File: config.mk
export PLATFORM = sky130hd
export DESIGN_NAME = charger_pin_ctrl
export DESIGN_NICKNAME = d
export VERILOG_FILES = /design/src/design/charger_pkg.sv /design/src/design/charger_pin_ctrl.sv
export SDC_FILE = /design/constraint.sdc
export NUM_CORES = 1
export LEC_CHECK = 0
export ABC_AREA = 1
export BUFFER_PORTS_ARGS = -buffer_cell sky130_fd_sc_hd__buf_2
export CAP_MARGIN = 10
export CORE_UTILIZATION = 60
export CTS_CLUSTER_DIAMETER = 200
export CTS_CLUSTER_SIZE = 30
export DETAILED_ROUTE_END_ITERATION = 12
export PLACE_DENSITY = 0.79
export SYNTH_ARGS = -nofsm -noshare
export SYNTH_HDL_FRONTEND = slang
export SYNTH_SLANG_ARGS = --single-unit
File: constraint.sdc
create_clock -name core_clk -period 3.4 [get_ports core_clk]
set_input_delay 0.34 -clock core_clk [delete_from_list [all_inputs] [get_ports core_clk]]
set_output_delay 0.34 -clock core_clk [all_outputs]
set_load 0.05 [all_outputs]
File: src/design/charger_pkg.sv
// Package with register map, field layout, reset values and timing for the charger pin control
package charger_pkg;

    localparam int CLK_HZ        = 50_000_000;

    // Alert pulse width and push-button timings, in their own units
    localparam int ALERT_PULSE_US = 256;
    localparam int SHIP_HOLD_MS   = 1000;
    localparam int RESET_HOLD_MS  = 1000;
    localparam int SWITCH_OFF_MS  = 300;

    localparam int ALERT_CYC      = (CLK_HZ / 1_000_000) * ALERT_PULSE_US;
    localparam int SHIP_HOLD_CYC  = (CLK_HZ / 1000) * SHIP_HOLD_MS;
    localparam int RESET_HOLD_CYC = (CLK_HZ / 1000) * RESET_HOLD_MS;
    localparam int SWITCH_OFF_CYC = (CLK_HZ / 1000) * SWITCH_OFF_MS;

    localparam int CNT_W  = 26;
    localparam int ADDR_W = 8;
    localparam int DATA_W = 8;
    localparam int LIM_W  = 6;
    localparam int IRQ_W  = 4;

    // Register offsets
    localparam logic [ADDR_W-1:0] REG_CTRL     = 8'h00;
    localparam logic [ADDR_W-1:0] REG_INLIM    = 8'h01;
    localparam logic [ADDR_W-1:0] REG_STATUS   = 8'h02;
    localparam logic [ADDR_W-1:0] REG_IRQ_STAT = 8'h03;
    localparam logic [ADDR_W-1:0] REG_IRQ_CLR  = 8'h04;
    localparam logic [ADDR_W-1:0] REG_IRQ_EN   = 8'h05;
    localparam logic [ADDR_W-1:0] REG_SHIP     = 8'h06;
    localparam logic [ADDR_W-1:0] REG_EFF_LIM  = 8'h07;

    // Control and ship register fields
    localparam int CTRL_BOOST_BIT  = 0;
    localparam int CTRL_CHARGE_BIT = 1;
    localparam int CTRL_PINLIM_BIT = 2;
    localparam int SHIP_ENTER_BIT  = 0;

    // Status register fields
    localparam int ST_BOOST  = 0;
    localparam int ST_CHARGE = 1;
    localparam int ST_THERM  = 2;
    localparam int ST_SWITCH = 3;
    localparam int ST_SHIP   = 4;
    localparam int ST_SUPPLY = 5;

    // Interrupt status fields
    localparam int EV_CHARGE = 0;
    localparam int EV_BOOST  = 1;
    localparam int EV_THERM  = 2;
    localparam int EV_SWITCH = 3;

    // Reset values
    localparam logic [2:0]       CTRL_RST   = 3'h2;
    localparam logic [LIM_W-1:0] INLIM_RST  = 6'h3F;
    localparam logic [IRQ_W-1:0] IRQ_EN_RST = 4'h0;

    typedef enum logic [2:0] {
        SW_ON   = 3'b001,
        SW_SHIP = 3'b010,
        SW_OFF  = 3'b100
    } switch_state_e;

endpackage

File: src/design/charger_pin_ctrl.sv
// Charger pin control logic: alert pulse, boost and charge gating, input limit, push button
`timescale 1ns/1ps

module charger_pin_ctrl
    import charger_pkg::*;
#(
    parameter int ALERT_CYC_P      = charger_pkg::ALERT_CYC,
    parameter int SHIP_HOLD_CYC_P  = charger_pkg::SHIP_HOLD_CYC,
    parameter int RESET_HOLD_CYC_P = charger_pkg::RESET_HOLD_CYC,
    parameter int SWITCH_OFF_CYC_P = charger_pkg::SWITCH_OFF_CYC
) (
    input  wire logic                            core_clk,            // 50 MHz clock
    input  wire logic                            rst,                 // Sync reset, high
    input  wire logic [charger_pkg::ADDR_W-1:0]  addr,                // Register address
    input  wire logic [charger_pkg::DATA_W-1:0]  wdata,               // Write data
    input  wire logic                            wr,                  // Write strobe
    input  wire logic                            rd,                  // Read strobe
    output logic      [charger_pkg::DATA_W-1:0]  rdata,               // Read data, next cycle
    input  wire logic                            boost_request_pin,   // Boost request, high
    input  wire logic                            charge_enable_n_pin, // Charge enable, low
    input  wire logic                            push_button_input,   // Button, low active
    input  wire logic                            thermistor_sense_ok, // Thermistor in window
    input  wire logic                            input_supply_ok,     // Input supply present
    input  wire logic [charger_pkg::LIM_W-1:0]   input_limit_pin,     // Pin-set limit code
    output logic                                 alert_out,           // Alert pad level
    output logic                                 alert_oe,            // Alert pad drive enable
    output logic                                 boost_enable,        // Boost mode active
    output logic                                 charge_enable,       // Charging active
    output logic                                 battery_switch_on,   // Battery switch closed
    output logic      [charger_pkg::LIM_W-1:0]   input_limit_eff,     // Effective input limit
    output logic                                 irq                  // Level interrupt
);
    import charger_pkg::*;

    localparam logic [CNT_W-1:0] ALERT_LIM = CNT_W'(ALERT_CYC_P - 1);
    localparam logic [CNT_W-1:0] SHIP_LIM  = CNT_W'(SHIP_HOLD_CYC_P - 1);
    localparam logic [CNT_W-1:0] RST_LIM   = CNT_W'(RESET_HOLD_CYC_P - 1);
    localparam logic [CNT_W-1:0] OFF_LIM   = CNT_W'(SWITCH_OFF_CYC_P - 1);
    localparam int               SYNC_W    = 5 + LIM_W;
    // Idle levels: enable pin high, button high, thermistor in window, so no false edge
    localparam logic [SYNC_W-1:0] SYNC_RST = {6'h00, 5'h0E};

    function automatic logic [LIM_W-1:0] min_lim(input logic [LIM_W-1:0] a,
                                                 input logic [LIM_W-1:0] b);
        min_lim = (a < b) ? a : b;
    endfunction

    logic [SYNC_W-1:0]  sync_s1_r;
    logic [SYNC_W-1:0]  sync_s2_r;
    logic               boost_s;
    logic               ce_n_s;
    logic               btn_s;
    logic               therm_s;
    logic               supply_s;
    logic [LIM_W-1:0]   limit_pin_s;
    logic [2:0]         ctrl_r;
    logic [LIM_W-1:0]   inlim_r;
    logic [IRQ_W-1:0]   irq_stat_r;
    logic [IRQ_W-1:0]   irq_en_r;
    logic [IRQ_W-1:0]   irq_clr;
    logic [IRQ_W-1:0]   ev;
    logic               therm_prev_r;
    logic               boost_r;
    logic               charge_r;
    logic [LIM_W-1:0]   lim_r;
    logic               alert_oe_r;
    logic               alert_out_r;
    logic [CNT_W-1:0]   alert_cnt_r;
    logic               irq_r;
    logic [DATA_W-1:0]  rdata_r;
    switch_state_e      sw_state_r;
    logic               switch_on_r;
    logic [CNT_W-1:0]   hold_cnt_r;
    logic               hold_fired_r;
    logic [CNT_W-1:0]   off_cnt_r;
    logic               hold_fire;
    logic               ship_cmd;
    logic               switch_ev;
    logic               charge_nxt;
    logic               boost_nxt;

    ////////////////////////////////////////////////////////////////////////////////////////
    // Pin synchronisers; button stage resets high so an idle pad reads high
    always_ff @(posedge core_clk) begin
        if (rst) begin
            sync_s1_r <= SYNC_RST;
            sync_s2_r <= SYNC_RST;
        end else begin
            sync_s1_r <= {input_limit_pin, input_supply_ok, thermistor_sense_ok,
                          push_button_input, charge_enable_n_pin, boost_request_pin};
            sync_s2_r <= sync_s1_r;
        end
    end

    assign boost_s     = sync_s2_r[0];
    assign ce_n_s      = sync_s2_r[1];
    assign btn_s       = sync_s2_r[2];
    assign therm_s     = sync_s2_r[3];
    assign supply_s    = sync_s2_r[4];
    assign limit_pin_s = sync_s2_r[SYNC_W-1:5];

    ////////////////////////////////////////////////////////////////////////////////////////
    // Register writes
    assign irq_clr  = (wr && addr == REG_IRQ_CLR) ? wdata[IRQ_W-1:0] : '0;
    assign ship_cmd = wr && addr == REG_SHIP && wdata[SHIP_ENTER_BIT];

    always_ff @(posedge core_clk) begin
        if (rst) begin
            ctrl_r   <= CTRL_RST;
            inlim_r  <= INLIM_RST;
            irq_en_r <= IRQ_EN_RST;
        end else if (wr) begin
            if (addr == REG_CTRL) begin
                ctrl_r <= wdata[2:0];
            end
            if (addr == REG_INLIM) begin
                inlim_r <= wdata[LIM_W-1:0];
            end
            if (addr == REG_IRQ_EN) begin
                irq_en_r <= wdata[IRQ_W-1:0];
            end
        end
    end

    ////////////////////////////////////////////////////////////////////////////////////////
    // Boost, charge and input limit
    assign boost_nxt  = ctrl_r[CTRL_BOOST_BIT] && boost_s;
    assign charge_nxt = ctrl_r[CTRL_CHARGE_BIT] && !ce_n_s && therm_s;

    always_ff @(posedge core_clk) begin
        if (rst) begin
            boost_r  <= 1'b0;
            charge_r <= 1'b0;
            lim_r    <= INLIM_RST;
        end else begin
            boost_r  <= boost_nxt;
            charge_r <= charge_nxt;
            if (ctrl_r[CTRL_PINLIM_BIT]) begin
                lim_r <= min_lim(limit_pin_s, inlim_r);
            end else begin
                lim_r <= inlim_r;
            end
        end
    end

    ////////////////////////////////////////////////////////////////////////////////////////
    // Push-button hold timer and battery switch control
    always_comb begin
        hold_fire = 1'b0;
        if (!btn_s && !hold_fired_r) begin
            if (sw_state_r == SW_SHIP && hold_cnt_r >= SHIP_LIM) begin
                hold_fire = 1'b1;
            end else if (sw_state_r == SW_ON && !supply_s && hold_cnt_r >= RST_LIM) begin
                hold_fire = 1'b1;
            end
        end
    end

    always_ff @(posedge core_clk) begin
        if (rst) begin
            hold_cnt_r   <= '0;
            hold_fired_r <= 1'b0;
        end else if (btn_s) begin
            hold_cnt_r   <= '0;
            hold_fired_r <= 1'b0;
        end else if (hold_fire) begin
            hold_fired_r <= 1'b1;
        end else if (!hold_fired_r && hold_cnt_r != '1) begin
            hold_cnt_r <= hold_cnt_r + 1'b1;
        end
    end

    always_ff @(posedge core_clk) begin
        if (rst) begin
            sw_state_r <= SW_ON;
            off_cnt_r  <= '0;
        end else begin
            unique case (sw_state_r)
                SW_ON: begin
                    off_cnt_r <= '0;
                    if (hold_fire) begin
                        sw_state_r <= SW_OFF;
                    end else if (ship_cmd) begin
                        sw_state_r <= SW_SHIP;
                    end
                end
                SW_SHIP: begin
                    if (hold_fire) begin
                        sw_state_r <= SW_ON;
                    end
                end
                SW_OFF: begin
                    if (off_cnt_r == OFF_LIM) begin
                        sw_state_r <= SW_ON;
                    end else begin
                        off_cnt_r <= off_cnt_r + 1'b1;
                    end
                end
                default: begin
                    sw_state_r <= SW_ON;
                end
            endcase
        end
    end

    always_ff @(posedge core_clk) begin
        if (rst) begin
            switch_on_r <= 1'b1;
        end else begin
            switch_on_r <= (sw_state_r == SW_ON);
        end
    end

    assign switch_ev = (sw_state_r == SW_SHIP && hold_fire) ||
                       (sw_state_r == SW_OFF && off_cnt_r == OFF_LIM);

    ////////////////////////////////////////////////////////////////////////////////////////
    // Events, sticky status and interrupt
    always_ff @(posedge core_clk) begin
        if (rst) begin
            therm_prev_r <= 1'b1;
        end else begin
            therm_prev_r <= therm_s;
        end
    end

    assign ev[EV_CHARGE] = charge_nxt != charge_r;
    assign ev[EV_BOOST]  = boost_nxt != boost_r;
    assign ev[EV_THERM]  = therm_prev_r && !therm_s;
    assign ev[EV_SWITCH] = switch_ev;

    // Set wins over a clear in the same cycle
    always_ff @(posedge core_clk) begin
        if (rst) begin
            irq_stat_r <= '0;
            irq_r      <= 1'b0;
        end else begin
            irq_stat_r <= (irq_stat_r & ~irq_clr) | ev;
            irq_r      <= |(((irq_stat_r & ~irq_clr) | ev) & irq_en_r);
        end
    end

    // Alert pulse; events during a pulse do not stretch it
    always_ff @(posedge core_clk) begin
        if (rst) begin
            alert_oe_r  <= 1'b0;
            alert_out_r <= 1'b0;
            alert_cnt_r <= '0;
        end else if (alert_oe_r) begin
            if (alert_cnt_r == ALERT_LIM) begin
                alert_oe_r <= 1'b0;
            end else begin
                alert_cnt_r <= alert_cnt_r + 1'b1;
            end
        end else if (|ev) begin
            alert_oe_r  <= 1'b1;
            alert_cnt_r <= '0;
        end
    end

    ////////////////////////////////////////////////////////////////////////////////////////
    // Register reads
    always_ff @(posedge core_clk) begin
        if (rst) begin
            rdata_r <= '0;
        end else if (rd) begin
            unique case (addr)
                REG_CTRL:     rdata_r <= {5'h00, ctrl_r};
                REG_INLIM:    rdata_r <= {2'h0, inlim_r};
                REG_STATUS:   rdata_r <= {2'h0, supply_s, sw_state_r == SW_SHIP, switch_on_r,
                                          therm_s, charge_r, boost_r};
                REG_IRQ_STAT: rdata_r <= {4'h0, irq_stat_r};
                REG_IRQ_EN:   rdata_r <= {4'h0, irq_en_r};
                REG_EFF_LIM:  rdata_r <= {2'h0, lim_r};
                default:      rdata_r <= '0;
            endcase
        end else begin
            rdata_r <= '0;
        end
    end

    assign rdata             = rdata_r;
    assign alert_out         = alert_out_r;
    assign alert_oe          = alert_oe_r;
    assign boost_enable      = boost_r;
    assign charge_enable     = charge_r;
    assign battery_switch_on = switch_on_r;
    assign input_limit_eff   = lim_r;
    assign irq               = irq_r;

    logic [CNT_W-1:0] chk_alert_len_r;
    always_ff @(posedge core_clk) begin
        if (rst || !alert_oe_r) begin
            chk_alert_len_r <= '0;
        end else begin
            chk_alert_len_r <= chk_alert_len_r + 1'b1;
        end
    end
endmodule

==> results of run 1 <==
-- final timing paths --
| kind | start | end | cells after the start |
|---|---|---|---|
| worst max-delay path | off_cnt_r[0] | alert_cnt_r[23] | 10 |
| worst min-delay path | charge_enable_n_pin | sync_s1_r[1] | 2 |
| worst max register to register | off_cnt_r[0] | alert_cnt_r[23] | 10 |
| worst min register to register | sync_s1_r[6] | sync_s2_r[6] | 2 |
-- power by group --
group          switching (mW)  total [mW]  internal, mW  leakage, nW
Combinational           0.171       0.234        0.0630         1.73
Clock                   0.694        1.83          1.14        0.280
Sequential             0.0203        1.68          1.66         1.13
Total                   0.885        3.75          2.86         3.13
-- metal layers --
metal  part of all wire (%)  vias up  global-route usage [%]
li1                       -     3586                       -
met1                     44     3189                    36.0
met2                     48      203                    48.1
met3                    5.9       28                    5.83
met4                    1.7        0                    10.0
met5                      0        -                       0
-- through the flow --
stage          cell area [um^2]  total power [mW]  setup WS, ns  cells
5_1_grt                    8190              3.87         0.567   1274
4_1_cts                    8190              3.76         0.891   1274
3_5_place_dp               7600              1.94         0.960   1242
2_1_floorplan              7350              1.89          1.68   1079
6_report                   8190              3.75         0.861   1274
3_3_place_gp               7600              1.94         0.993   1242
-- placed cells by master (no fill, tap or decap), drive strengths merged, types with 4 or more instances in the layout --
master,instances
or2,13
o21ai,45
clkbuf,23
nor3,32
o21bai,4
inv,137
nor2,137
o211ai,15
nand4,35
clkinv,5
nor4,4
nand3,80
dfxtp,139
xnor2,9
ha,8
xor2,23
buf,50
nand2,247
nand3b,6
a21oi,90
-- state kept, by name, indices dropped and copies added (netlist names) --
name,flops
hold_fired_r,1
inlim_r,6
sync_s2_r,11
irq_stat_r,4
charge_enable,1
ctrl_r,3
alert_cnt_r,26
irq_en_r,4
sw_state_r,3
rdata,6
sync_s1_r,11
irq,1
battery_switch_on,1
alert_oe,1
therm_prev_r,1
hold_cnt_r,26
off_cnt_r,26
input_limit_eff,6
boost_enable,1
-- area by class of cell --
cell class / count / area (um^2)
Fill cell: 1039 / 3770
Multi-Input combinational cell: 768 / 3850
Clock buffer: 23 / 478
Tap cell: 147 / 184
Timing Repair Buffer: 50 / 263
Inverter: 138 / 519
Clock inverter: 9 / 114
Sequential cell: 139 / 2780
-- cells by family (layout without fill, tap and decap cells) --
logic type / after synthesis / after routing / share of synthesized area (%)
DFF: 139 / 139 / 37.9
adders and majority gates: 8 / 8 / 1.36
and+or+nand+nor: 557 / 557 / 34.4
other: 1 / 3 / 0.0510
buffers and inverters: 172 / 220 / 9.76
xor gates and xnor gates: 32 / 32 / 3.82
AOI/OAI and AO/OA: 168 / 168 / 12.8
-- critical path, cell delays in order, from the launching register on --
cell                      delay, ns
sky130_fd_sc_hd__dfxtp_1       0.42
sky130_fd_sc_hd__ha_1          0.24
sky130_fd_sc_hd__nand2_2       0.10
sky130_fd_sc_hd__nor2_2        0.16
sky130_fd_sc_hd__nand2_2       0.11
sky130_fd_sc_hd__nor2_2        0.15
sky130_fd_sc_hd__nand3_1       0.13
sky130_fd_sc_hd__nand3_1       0.11
sky130_fd_sc_hd__nand2_1       0.57
sky130_fd_sc_hd__nand2_1       0.32
sky130_fd_sc_hd__a21oi_1       0.09
==> results list, run 1 <==
* Wire length per cell after detailed routing: 13.5 um
* Top cell types by occurrence after synthesis: sky130_fd_sc_hd__nand2_1 (236), sky130_fd_sc_hd__dfxtp_1 (139), sky130_fd_sc_hd__inv_1 (133)
- CTS built an H-tree with a depth of 4.
- Share of flip-flops with an asynchronous set or reset: 0%
- The die is 113 um wide.
* Primary flip-flop cell chosen by synthesis mapping: sky130_fd_sc_hd__dfxtp_1
* Cell area after synthesis: 7350 um^2
- The worst setup path is of the reg2reg kind.
- Global routing consumed, over all layers together, 28.4% of the routing resources.
* Pin count of the biggest net entering global routing: 34
- In the routed layout, each cell is associated on average with a via count of 5.50.
- Final count of hold timing violations: 0
- Across the VDD grid, the largest voltage drop is 0.374 mV.
- Critical Path Sink Type: register
- TritonCTS built the clock tree.
* Maximum net fanout on the critical path: 29
* Standard-cell row count: 40
- Clk_skew: 0.00810 ns
* Synthesis Warnings: 0
* Core Box Area: 12000 um^2
* Tightest hold margin: 0.0934 ns
* Global route total overflow: 0
- In this run the remaining antenna-violating nets after routing total 0.
* Top-level port count: 51
- Data arrival, critical path: 2.84 ns
- LEAKAGE: 3.13 nW
- Mean cell area of the mapped netlist: 6.82 um^2
- Routability cong.: 0.913
* Cts bufs inserted: 17
* Count of mapped cells out of synthesis: 1077
- Number of storage elements in the synthesis netlist: 139
* Fraction of final layout cells sized beyond drive strength 1: 11.6%
* EDFF count, synth: 0
* Maximum root-to-sink buffer count: 2
- Final setup violation count: 0
- IO buf count: 45
- Measured against its own limit, the worst slew margin works out to 34.5%.
- Dividing the final minimum period by the clock period gives 74.7%.
- Unique masters post-synth: 44
- sky130_fd_sc_hd__nand2_1 is the most common cell in the netlist.
- For this run, the share of the core covered by cells in the final layout is 68.5%.
* Via count of the first global-routing pass: 6529
- The first routing iteration left 465 violations.
- Number of setup buffers added after CTS: 0
* Post-CTS sizing: 0
- For the worst setup path, the data required time is 3.70 ns.
- After synthesis, flip-flops and latches occupy 37.9% of the total area.
- Period minus WS final: 2.54 ns
- Clock tree sinks: 139
- After synthesis, the cell types taking the most area are sky130_fd_sc_hd__dfxtp_1 (38%), sky130_fd_sc_hd__nand2_1 (12%), sky130_fd_sc_hd__inv_1 (6.8%).
- The worst setup path is launched from a register.
* Total Wirelength: 17200 um
* Number of nets in the layout: 1153
- The max-slew violation count came to 0.
- Worst reg2reg setup slack: 0.86 ns
- For this configuration, the core starts out at a cell density of 61.4%.
- Detailed placement finished with a half-perimeter wire length of 11800 um.
- Post-synth top area share: 37.9%
* Number of antenna violations at the first check in global routing: 0
- The area growth from synthesis to layout is 11.5%.
* Setup Total Neg Slack: 0 ns
- The floorplan step defined a die boundary enclosing 12700 um^2.
- After clock tree synthesis, the flow added hold-fix buffers numbering 0.
- The first global-routing pass estimated 29200 um of wire.
- Reported max-cap violation count: 0
- Setup repair after global routing missed its margin: false
* Clock Latency Late Sink: 0.43 ns
- Largest area contributor in the netlist: sky130_fd_sc_hd__dfxtp_1
* Antenna diode count: 0
* Clk slew on worst S/H paths: 0.06 ns
* Initial DRT Pass Iterations: 7
- The flow ran to the end, and the final reports show no timing, DRC or antenna violations.
- Dividing total power by cell area gives a power density of 457 nW/um^2.
- In this run the worst hold path is classified as in2reg.
- Die Ht: 113 um
- Fmax: 394 MHz
* Residual DRC: 0
- Actual transition at the worst max-transition pin: 0.980 ns
* Total via count after detailed routing: 7006
- Clock tree root buffer cell: sky130_fd_sc_hd__clkbuf_16
Power figures use the tool's default switching activity.
==> run 2, diff against run 1 <==
--- a/config.mk
+++ b/config.mk
@@ -8,11 +8,11 @@
 export ABC_AREA = 1
 export BUFFER_PORTS_ARGS = -buffer_cell sky130_fd_sc_hd__buf_2
 export CAP_MARGIN = 10
-export CORE_UTILIZATION = 60
+export CORE_UTILIZATION = 55
 export CTS_CLUSTER_DIAMETER = 200
 export CTS_CLUSTER_SIZE = 30
 export DETAILED_ROUTE_END_ITERATION = 12
-export PLACE_DENSITY = 0.79
+export PLACE_DENSITY = 0.77
 export SYNTH_ARGS = -nofsm -noshare
 export SYNTH_HDL_FRONTEND = slang
 export SYNTH_SLANG_ARGS = --single-unit
==> constraint.sdc (replaced) <==
create_clock -name core_clk -period 2.2 [get_ports core_clk]
set_input_delay 0.22 -clock core_clk [delete_from_list [all_inputs] [get_ports core_clk]]
set_output_delay 0.22 -clock core_clk [all_outputs]
set_load 0.05 [all_outputs]
==> run 2 against run 1 <==
- setup slack got worse by 0.63 ns
- worst hold slack worse by 0.083 ns
- final cell count rose by 3.5%
- largest power group unchanged
- combinational power up 66%
==> results list, run 2 (same netlist as run 1, synthesis figures left out) <==
- Max-slew violation total from the final report: 0
* Die area: 13800 um^2
* Regs by FF count: alert_cnt_r: 26 flops, hold_cnt_r: 26 flops, off_cnt_r: 26 flops
- Vias per std cell: 5.31
* Critical path required time: 2.52 ns
* Final setup violation count: 0
* Largest stage delay, worst path: 0.36 ns
- Reported max-cap violation count: 0
- Worst VDD drop: 0.539 mV
* Fraction of final layout cells sized beyond drive strength 1: 12.9%
* Final worst path period share: 89.6%
- Buffers inserted during clock tree synthesis total 17.
- After detailed routing, the number of remaining DRC violations is 0.
- TritonCTS built the clock tree.
- Worst reg2reg setup slack: 0.23 ns
- Setup Total Neg Slack: 0 ns
- The worst hold path belongs to the class in2reg.
- Once detailed placement completed, the half-perimeter wirelength came to 12000 um.
* Clock tree sinks: 139
- Once detail routing completed, the nets flagged for antenna violations numbered 0.
- Post-CTS timing repair inserted 0 buffers for setup.
- LEAKAGE: 3.22 nW
- The die is 118 um wide.
- Cell Pwr Density: 691 nW/um^2
- Data arrival, critical path: 2.29 ns
* Setup repair after global routing missed its margin: false
- Clock Latency Late Sink: 0.43 ns
- Sum of buffers and inverters on the critical path: 1
- Period minus WS final: 1.97 ns
- After floorplanning, the core was divided into 41 placement rows.
- Maximum root-to-sink buffer count: 2
- Leaving out fill and tap cells, the most frequent cell in the layout is sky130_fd_sc_hd__nand2_1.
- After clock tree synthesis, the clock-pin slew on the worst setup and hold paths is 0.06 ns.
- Kind of launch point of the worst setup path: register
- The number of hold violations in the final report is 0.
* Worst slack at placement: 0.165 ns
- Leaving out fill and tap cells, the most frequent cells in the layout are sky130_fd_sc_hd__nand2_1 (236), sky130_fd_sc_hd__dfxtp_1 (139), sky130_fd_sc_hd__inv_1 (133), sky130_fd_sc_hd__nor2_1 (127), sky130_fd_sc_hd__a21oi_1 (86).
- Total Wirelength: 17000 um
- For this block, the via count after detailed routing is 6999.
* Violation count after the first detailed-route iteration: 538
- Global-route wire length before repair: 29000 um
- Clock skew on the completed layout was measured at 0.00861 ns.
- At the end of routability-driven placement, the weighted congestion stood at 0.889.
- In this run the vertical extent of the chip is 118 um.
* Critical path class: reg2reg
- Fmax: 507 MHz
- Summed over all layers, the global routing overflow is 0.
* Wire length per cell after detailed routing: 12.9 um
- Number of antenna violations at the first check in global routing: 0
- The area growth from synthesis to layout is 14.5%.
- Actual transition at the worst max-transition pin: 0.514 ns
* Core Box Area: 12800 um^2
* Worst slew margin: 65.7%
* Antenna diode count: 0
- The count of buffers added on input and output ports is 45.
* Total Routing Usage GR: 25.4%
- Top-level port count: 51
* Clock tree root buffer cell: sky130_fd_sc_hd__clkbuf_16
- Once the floorplan was initialized, standard cells occupied 57.3% of the core.
- Design Power: 5.81 mW
- The flow ran to the end, and the final reports show no timing, DRC or antenna violations.
* Maximum net fanout on the critical path: 29
* Pin count of the biggest net entering global routing: 47
* Cell with the largest stage delay on the worst path: sky130_fd_sc_hd__dfxtp_1
* Critical Path Sink Type: register
* Number of nets in the layout: 1173
- Worst setup slack after layout: 0.228 ns
* Initial DRT Pass Iterations: 5
* Via count of the first global-routing pass: 6369
* Family with the most delay on the worst path: simple AND/OR/NAND/NOR gates
* Number of levels the H-tree was split into: 4
* Series of cell instances along the critical path: ha_1 -> nand2_2 -> nor2_4 -> nand2_2 -> nor2_2 -> nand3_1 -> nand3_1 -> nand2_1 -> buf_4 -> a21oi_1 -> nor2_1
## run 2: cell types whose count changed in the layout (fill, tap and decap cells not counted), sizes merged
cell	before	now
clkinv	5	4
inv	137	140
clkinvlp	3	6
buf	50	63
dlygate4sd3	0	7
clkbuf	23	18
## run 2: tightest hold or removal path, stage by stage
cell	delay, ns
sky130_fd_sc_hd__buf_2	0.08
sky130_fd_sc_hd__inv_1	0.03
sky130_fd_sc_hd__nor2_1	0.06
## run 2: through the flow
step	instance area (um^2)	util [%]	hold WS, ns	std cells
4_1_cts	8400	65.5	0.0114	1319
6_report	8410	65.6	0.0101	1319
3_5_place_dp	7740	60.4	0.393	1280
3_3_place_gp	7740	60.4	0.389	1280
5_1_grt	8410	65.6	0.0250	1319
2_1_floorplan	7350	-	0.324	1079
## run 2: power by group
group	leakage, nW	internal, mW	switching [mW]	total [mW]
Sequential	1.13	2.56	0.0314	2.60
Combinational	1.83	0.122	0.267	0.389
Clock	0.271	1.70	1.13	2.83
## run 2: per-layer routing
metal	wire length [um]	track usage, %	part of all wire, %
met5	0	0	0
met4	253	8.09	1.5
met3	984	5.91	5.8
met2	7970	42.3	47
met1	7840	32.6	46
## run 2: layout make-up
cell class / count / area, um^2
multi-input combinational: 768 / 3860
inverter: 138 / 523
clock buffer: 18 / 439
tap: 172 / 215
sequential: 139 / 2780
fill: 1112 / 4410
clock inverter: 14 / 146
timing repair buffer: 70 / 447
## run 2: timing repair
item	in CTS	in global routing
endpoints found under the setup margin	0	10
endpoints found under the hold margin	7	0
gates resized for setup	0	6
hold buffers	7	0
## run 2: final timing paths
| kind | start | end | depth (start not counted) |
|---|---|---|---|
| worst min-delay path | boost_request_pin | sync_s1_r[0] | 3 |
| worst max register to register | off_cnt_r[1] | alert_cnt_r[5] | 11 |
| worst max-delay path | off_cnt_r[1] | alert_cnt_r[5] | 11 |
| worst min register to register | sync_s1_r[9] | sync_s2_r[9] | 2 |
==> run 3, diff against run 2 <==
--- a/config.mk
+++ b/config.mk
@@ -12,7 +12,9 @@
 export CTS_CLUSTER_DIAMETER = 200
 export CTS_CLUSTER_SIZE = 30
 export DETAILED_ROUTE_END_ITERATION = 12
+export MAX_ROUTING_LAYER = met4
 export PLACE_DENSITY = 0.77
+export RECOVER_POWER = 100
 export SYNTH_ARGS = -nofsm -noshare
 export SYNTH_HDL_FRONTEND = slang
 export SYNTH_SLANG_ARGS = --single-unit
==> run 3 against run 2 <==
- clock power hardly changed
- critical path depth stayed put
- sequential share of layout area is 0.25 points higher
- largest cell class unchanged
- die area stayed put
- first-iteration DRC count is 6.9% higher
- non-clock buffer count stayed put
- clock skew is 0.0034 ns higher
- count of clock-buffer cells in the layout stayed put
- global-route usage is 0.80 points higher
- via count is 0.29% lower
==> results list, run 3 (same netlist as run 1, synthesis figures left out) <==
* Worst VDD drop: 0.548 mV
- For the final routed database, the setup TNS stands at 0 ns.
- The detail route stage leaves a number of antenna-violating nets equal to 0.
- STA classifies the critical path endpoint as a register.
* Initial DRT Pass Iterations: 5
- Critical path class: reg2reg
- The worst hold path belongs to the class in2reg.
* Clock tree root buffer cell: sky130_fd_sc_hd__clkbuf_16
* Fillers: 1132
- Leaving out fill and tap cells, the most frequent cells in the layout are sky130_fd_sc_hd__nand2_1 (236), sky130_fd_sc_hd__dfxtp_1 (139), sky130_fd_sc_hd__inv_1 (133), sky130_fd_sc_hd__nor2_1 (127), sky130_fd_sc_hd__a21oi_1 (86).
* IO buf count: 45
- The clock arrives with 0.0121 ns of skew.
- Global-route wire length before repair: 29000 um
- Max-slew violation total from the final report: 0
* Placed Cells: 1280
- Total Wirelength: 17100 um
- Reported max-cap violation count: 0
- The core region is 12800 um^2.
- Number of nets in the layout: 1173
* Clock tree from TritonCTS: built
* Logic pwr share: 6.6%
- Global routing finished with a remaining overflow of 0.
- Counting along the longest clock path gives a buffer depth of 2.
* Die Ht: 118 um
- Clock Latency Late Sink: 0.43 ns
- Antenna diode count: 0
- Vias per std cell: 5.29
* Residual DRC: 0
* Setup repair after global routing missed its margin: false
- Sequential power share: 44.7%
- After detailed routing, the average wire length per cell comes to 13.0 um.
- During I/O placement, the number of pins put on the boundary was 51.
* Commonest non-fill, non-tap cell in the layout: sky130_fd_sc_hd__nand2_1
* Width of the die: 118 um
* Fraction of final layout cells sized beyond drive strength 1: 10.6%
* Power share of the clock group: 48.7%
- Measured against its own limit, the worst slew margin works out to 34.5%.
- Across the whole layout, storage elements account for 2780 um^2.
* Layout area overhead: 13.7%
* Regs by FF count: alert_cnt_r: 26 flops, hold_cnt_r: 26 flops, off_cnt_r: 26 flops
- Die area: 13800 um^2
- Switching share of power: 24.7%
- The internal power of the cells totals 4.37 mW.
- Data on the critical path is required at its endpoint by 2.53 ns.
- After floorplanning, the core was divided into 41 placement rows.
* Cts bufs inserted: 17
* Routability cong.: 0.904
- Number of levels the H-tree was split into: 4
* Total Routing Usage GR: 26.2%
- Detailed routing inserted a total of 6979 vias.
- The final critical path takes up 90.8% of the cycle.
- Pin count of the biggest net entering global routing: 47
- Via count of the first global-routing pass: 6366
* Cell Pwr Density: 696 nW/um^2
- In this run the static leakage power is 3.14 nW.
- Actual transition at the worst max-transition pin: 0.982 ns
* Kind of launch point of the worst setup path: register
- Once layout is complete, the cells apart from fillers number 1319.
- STA puts the critical path data arrival time at 2.33 ns.
- Summed over all nets, the switching power comes to 1.43 mW.
* Half-perimeter wire length after detailed placement: 12000 um
* Period minus WS final: 2.00 ns
* Final count of hold timing violations: 0
* Clk slew on worst S/H paths: 0.06 ns
- Number of antenna violations at the first check in global routing: 0
- Final setup violation count: 0
* Result of the run: complete, no violations
* Clock tree sinks: 139
- The multi-input combinational cells in the finished layout cover a total of 3860 um^2.
- Violation count after the first detailed-route iteration: 575
- Fmax: 501 MHz
* Maximum net fanout on the critical path: 25
- Starting density of the core: 57.3%
- The number of setup buffers added after CTS is 0.
[run 3: worst paths after layout]
kind	to	slack (ns)	cells past startpoint	start
worst min register to register	sync_s2_r[9]	0.40	2	sync_s1_r[9]
worst max-delay path	alert_cnt_r[16]	0.20	11	alert_cnt_r[1]
worst max register to register	alert_cnt_r[16]	0.20	11	alert_cnt_r[1]
worst min-delay path	sync_s1_r[0]	0.005	3	boost_request_pin
[run 3: cell type report]
type / instances / area share, %
Clock buffer: 18 / 5.26
Clock inverter: 14 / 1.75
Inverter: 138 / 6.23
Multi-Input combinational cell: 768 / 46.2
Sequential cell: 139 / 33.3
Tap cell: 172 / 2.58
Timing Repair Buffer: 70 / 4.69
[run 3: through the flow]
| stage | cell area (um^2) | utilization [%] | hold slack, ns | power [mW] | setup slack, ns |
|---|---|---|---|---|---|
| 2_1_floorplan | 7350 | - | 0.324 | 2.92 | 0.477 |
| 3_3_place_gp | 7740 | 60.4 | 0.389 | 3.02 | 0.220 |
| 3_5_place_dp | 7740 | 60.4 | 0.393 | 3.02 | 0.165 |
| 4_1_cts | 8400 | 65.5 | 0.0114 | 5.83 | 0.152 |
| 5_1_grt | 8350 | 65.1 | 0.0281 | 6.00 | 0.00888 |
| 6_report | 8350 | 65.1 | 0.00497 | 5.81 | 0.203 |
[run 3: power groups by stage]
stage / Combinational, mW / Sequential [mW] / Clock (mW)
2_1_floorplan: 0.262 / 2.66 / 0
3_3_place_gp: 0.369 / 2.65 / 0
3_5_place_dp: 0.373 / 2.65 / 0
4_1_cts: 0.385 / 2.59 / 2.85
5_1_grt: 0.423 / 2.60 / 2.98
6_report: 0.382 / 2.60 / 2.83
[run 3: critical path: stages (launching register included)]
cell                      delay [ns]
sky130_fd_sc_hd__dfxtp_1        0.38
sky130_fd_sc_hd__ha_1           0.19
sky130_fd_sc_hd__nand2_1        0.11
sky130_fd_sc_hd__nor2_2         0.16
sky130_fd_sc_hd__nand2_1        0.12
sky130_fd_sc_hd__nor3_1         0.26
sky130_fd_sc_hd__nand3_1        0.12
sky130_fd_sc_hd__nand2_2        0.10
sky130_fd_sc_hd__buf_6          0.21
sky130_fd_sc_hd__nor3_2         0.06
sky130_fd_sc_hd__xor2_1         0.14
sky130_fd_sc_hd__nor2_1         0.05
[run 3: per-layer routing]
metal	global-route usage, %	wire length, um
met1	32.8	8020
met2	42.2	7970
met3	4.60	806
met4	10.5	319
met5	-	0
[run 3: timing repair]
action | in CTS | in global routing
hold endpoints to repair | 7 | 0
gates resized for setup | 0 | 6
endpoints found under the setup margin | 0 | 10
hold buffers | 7 | 0
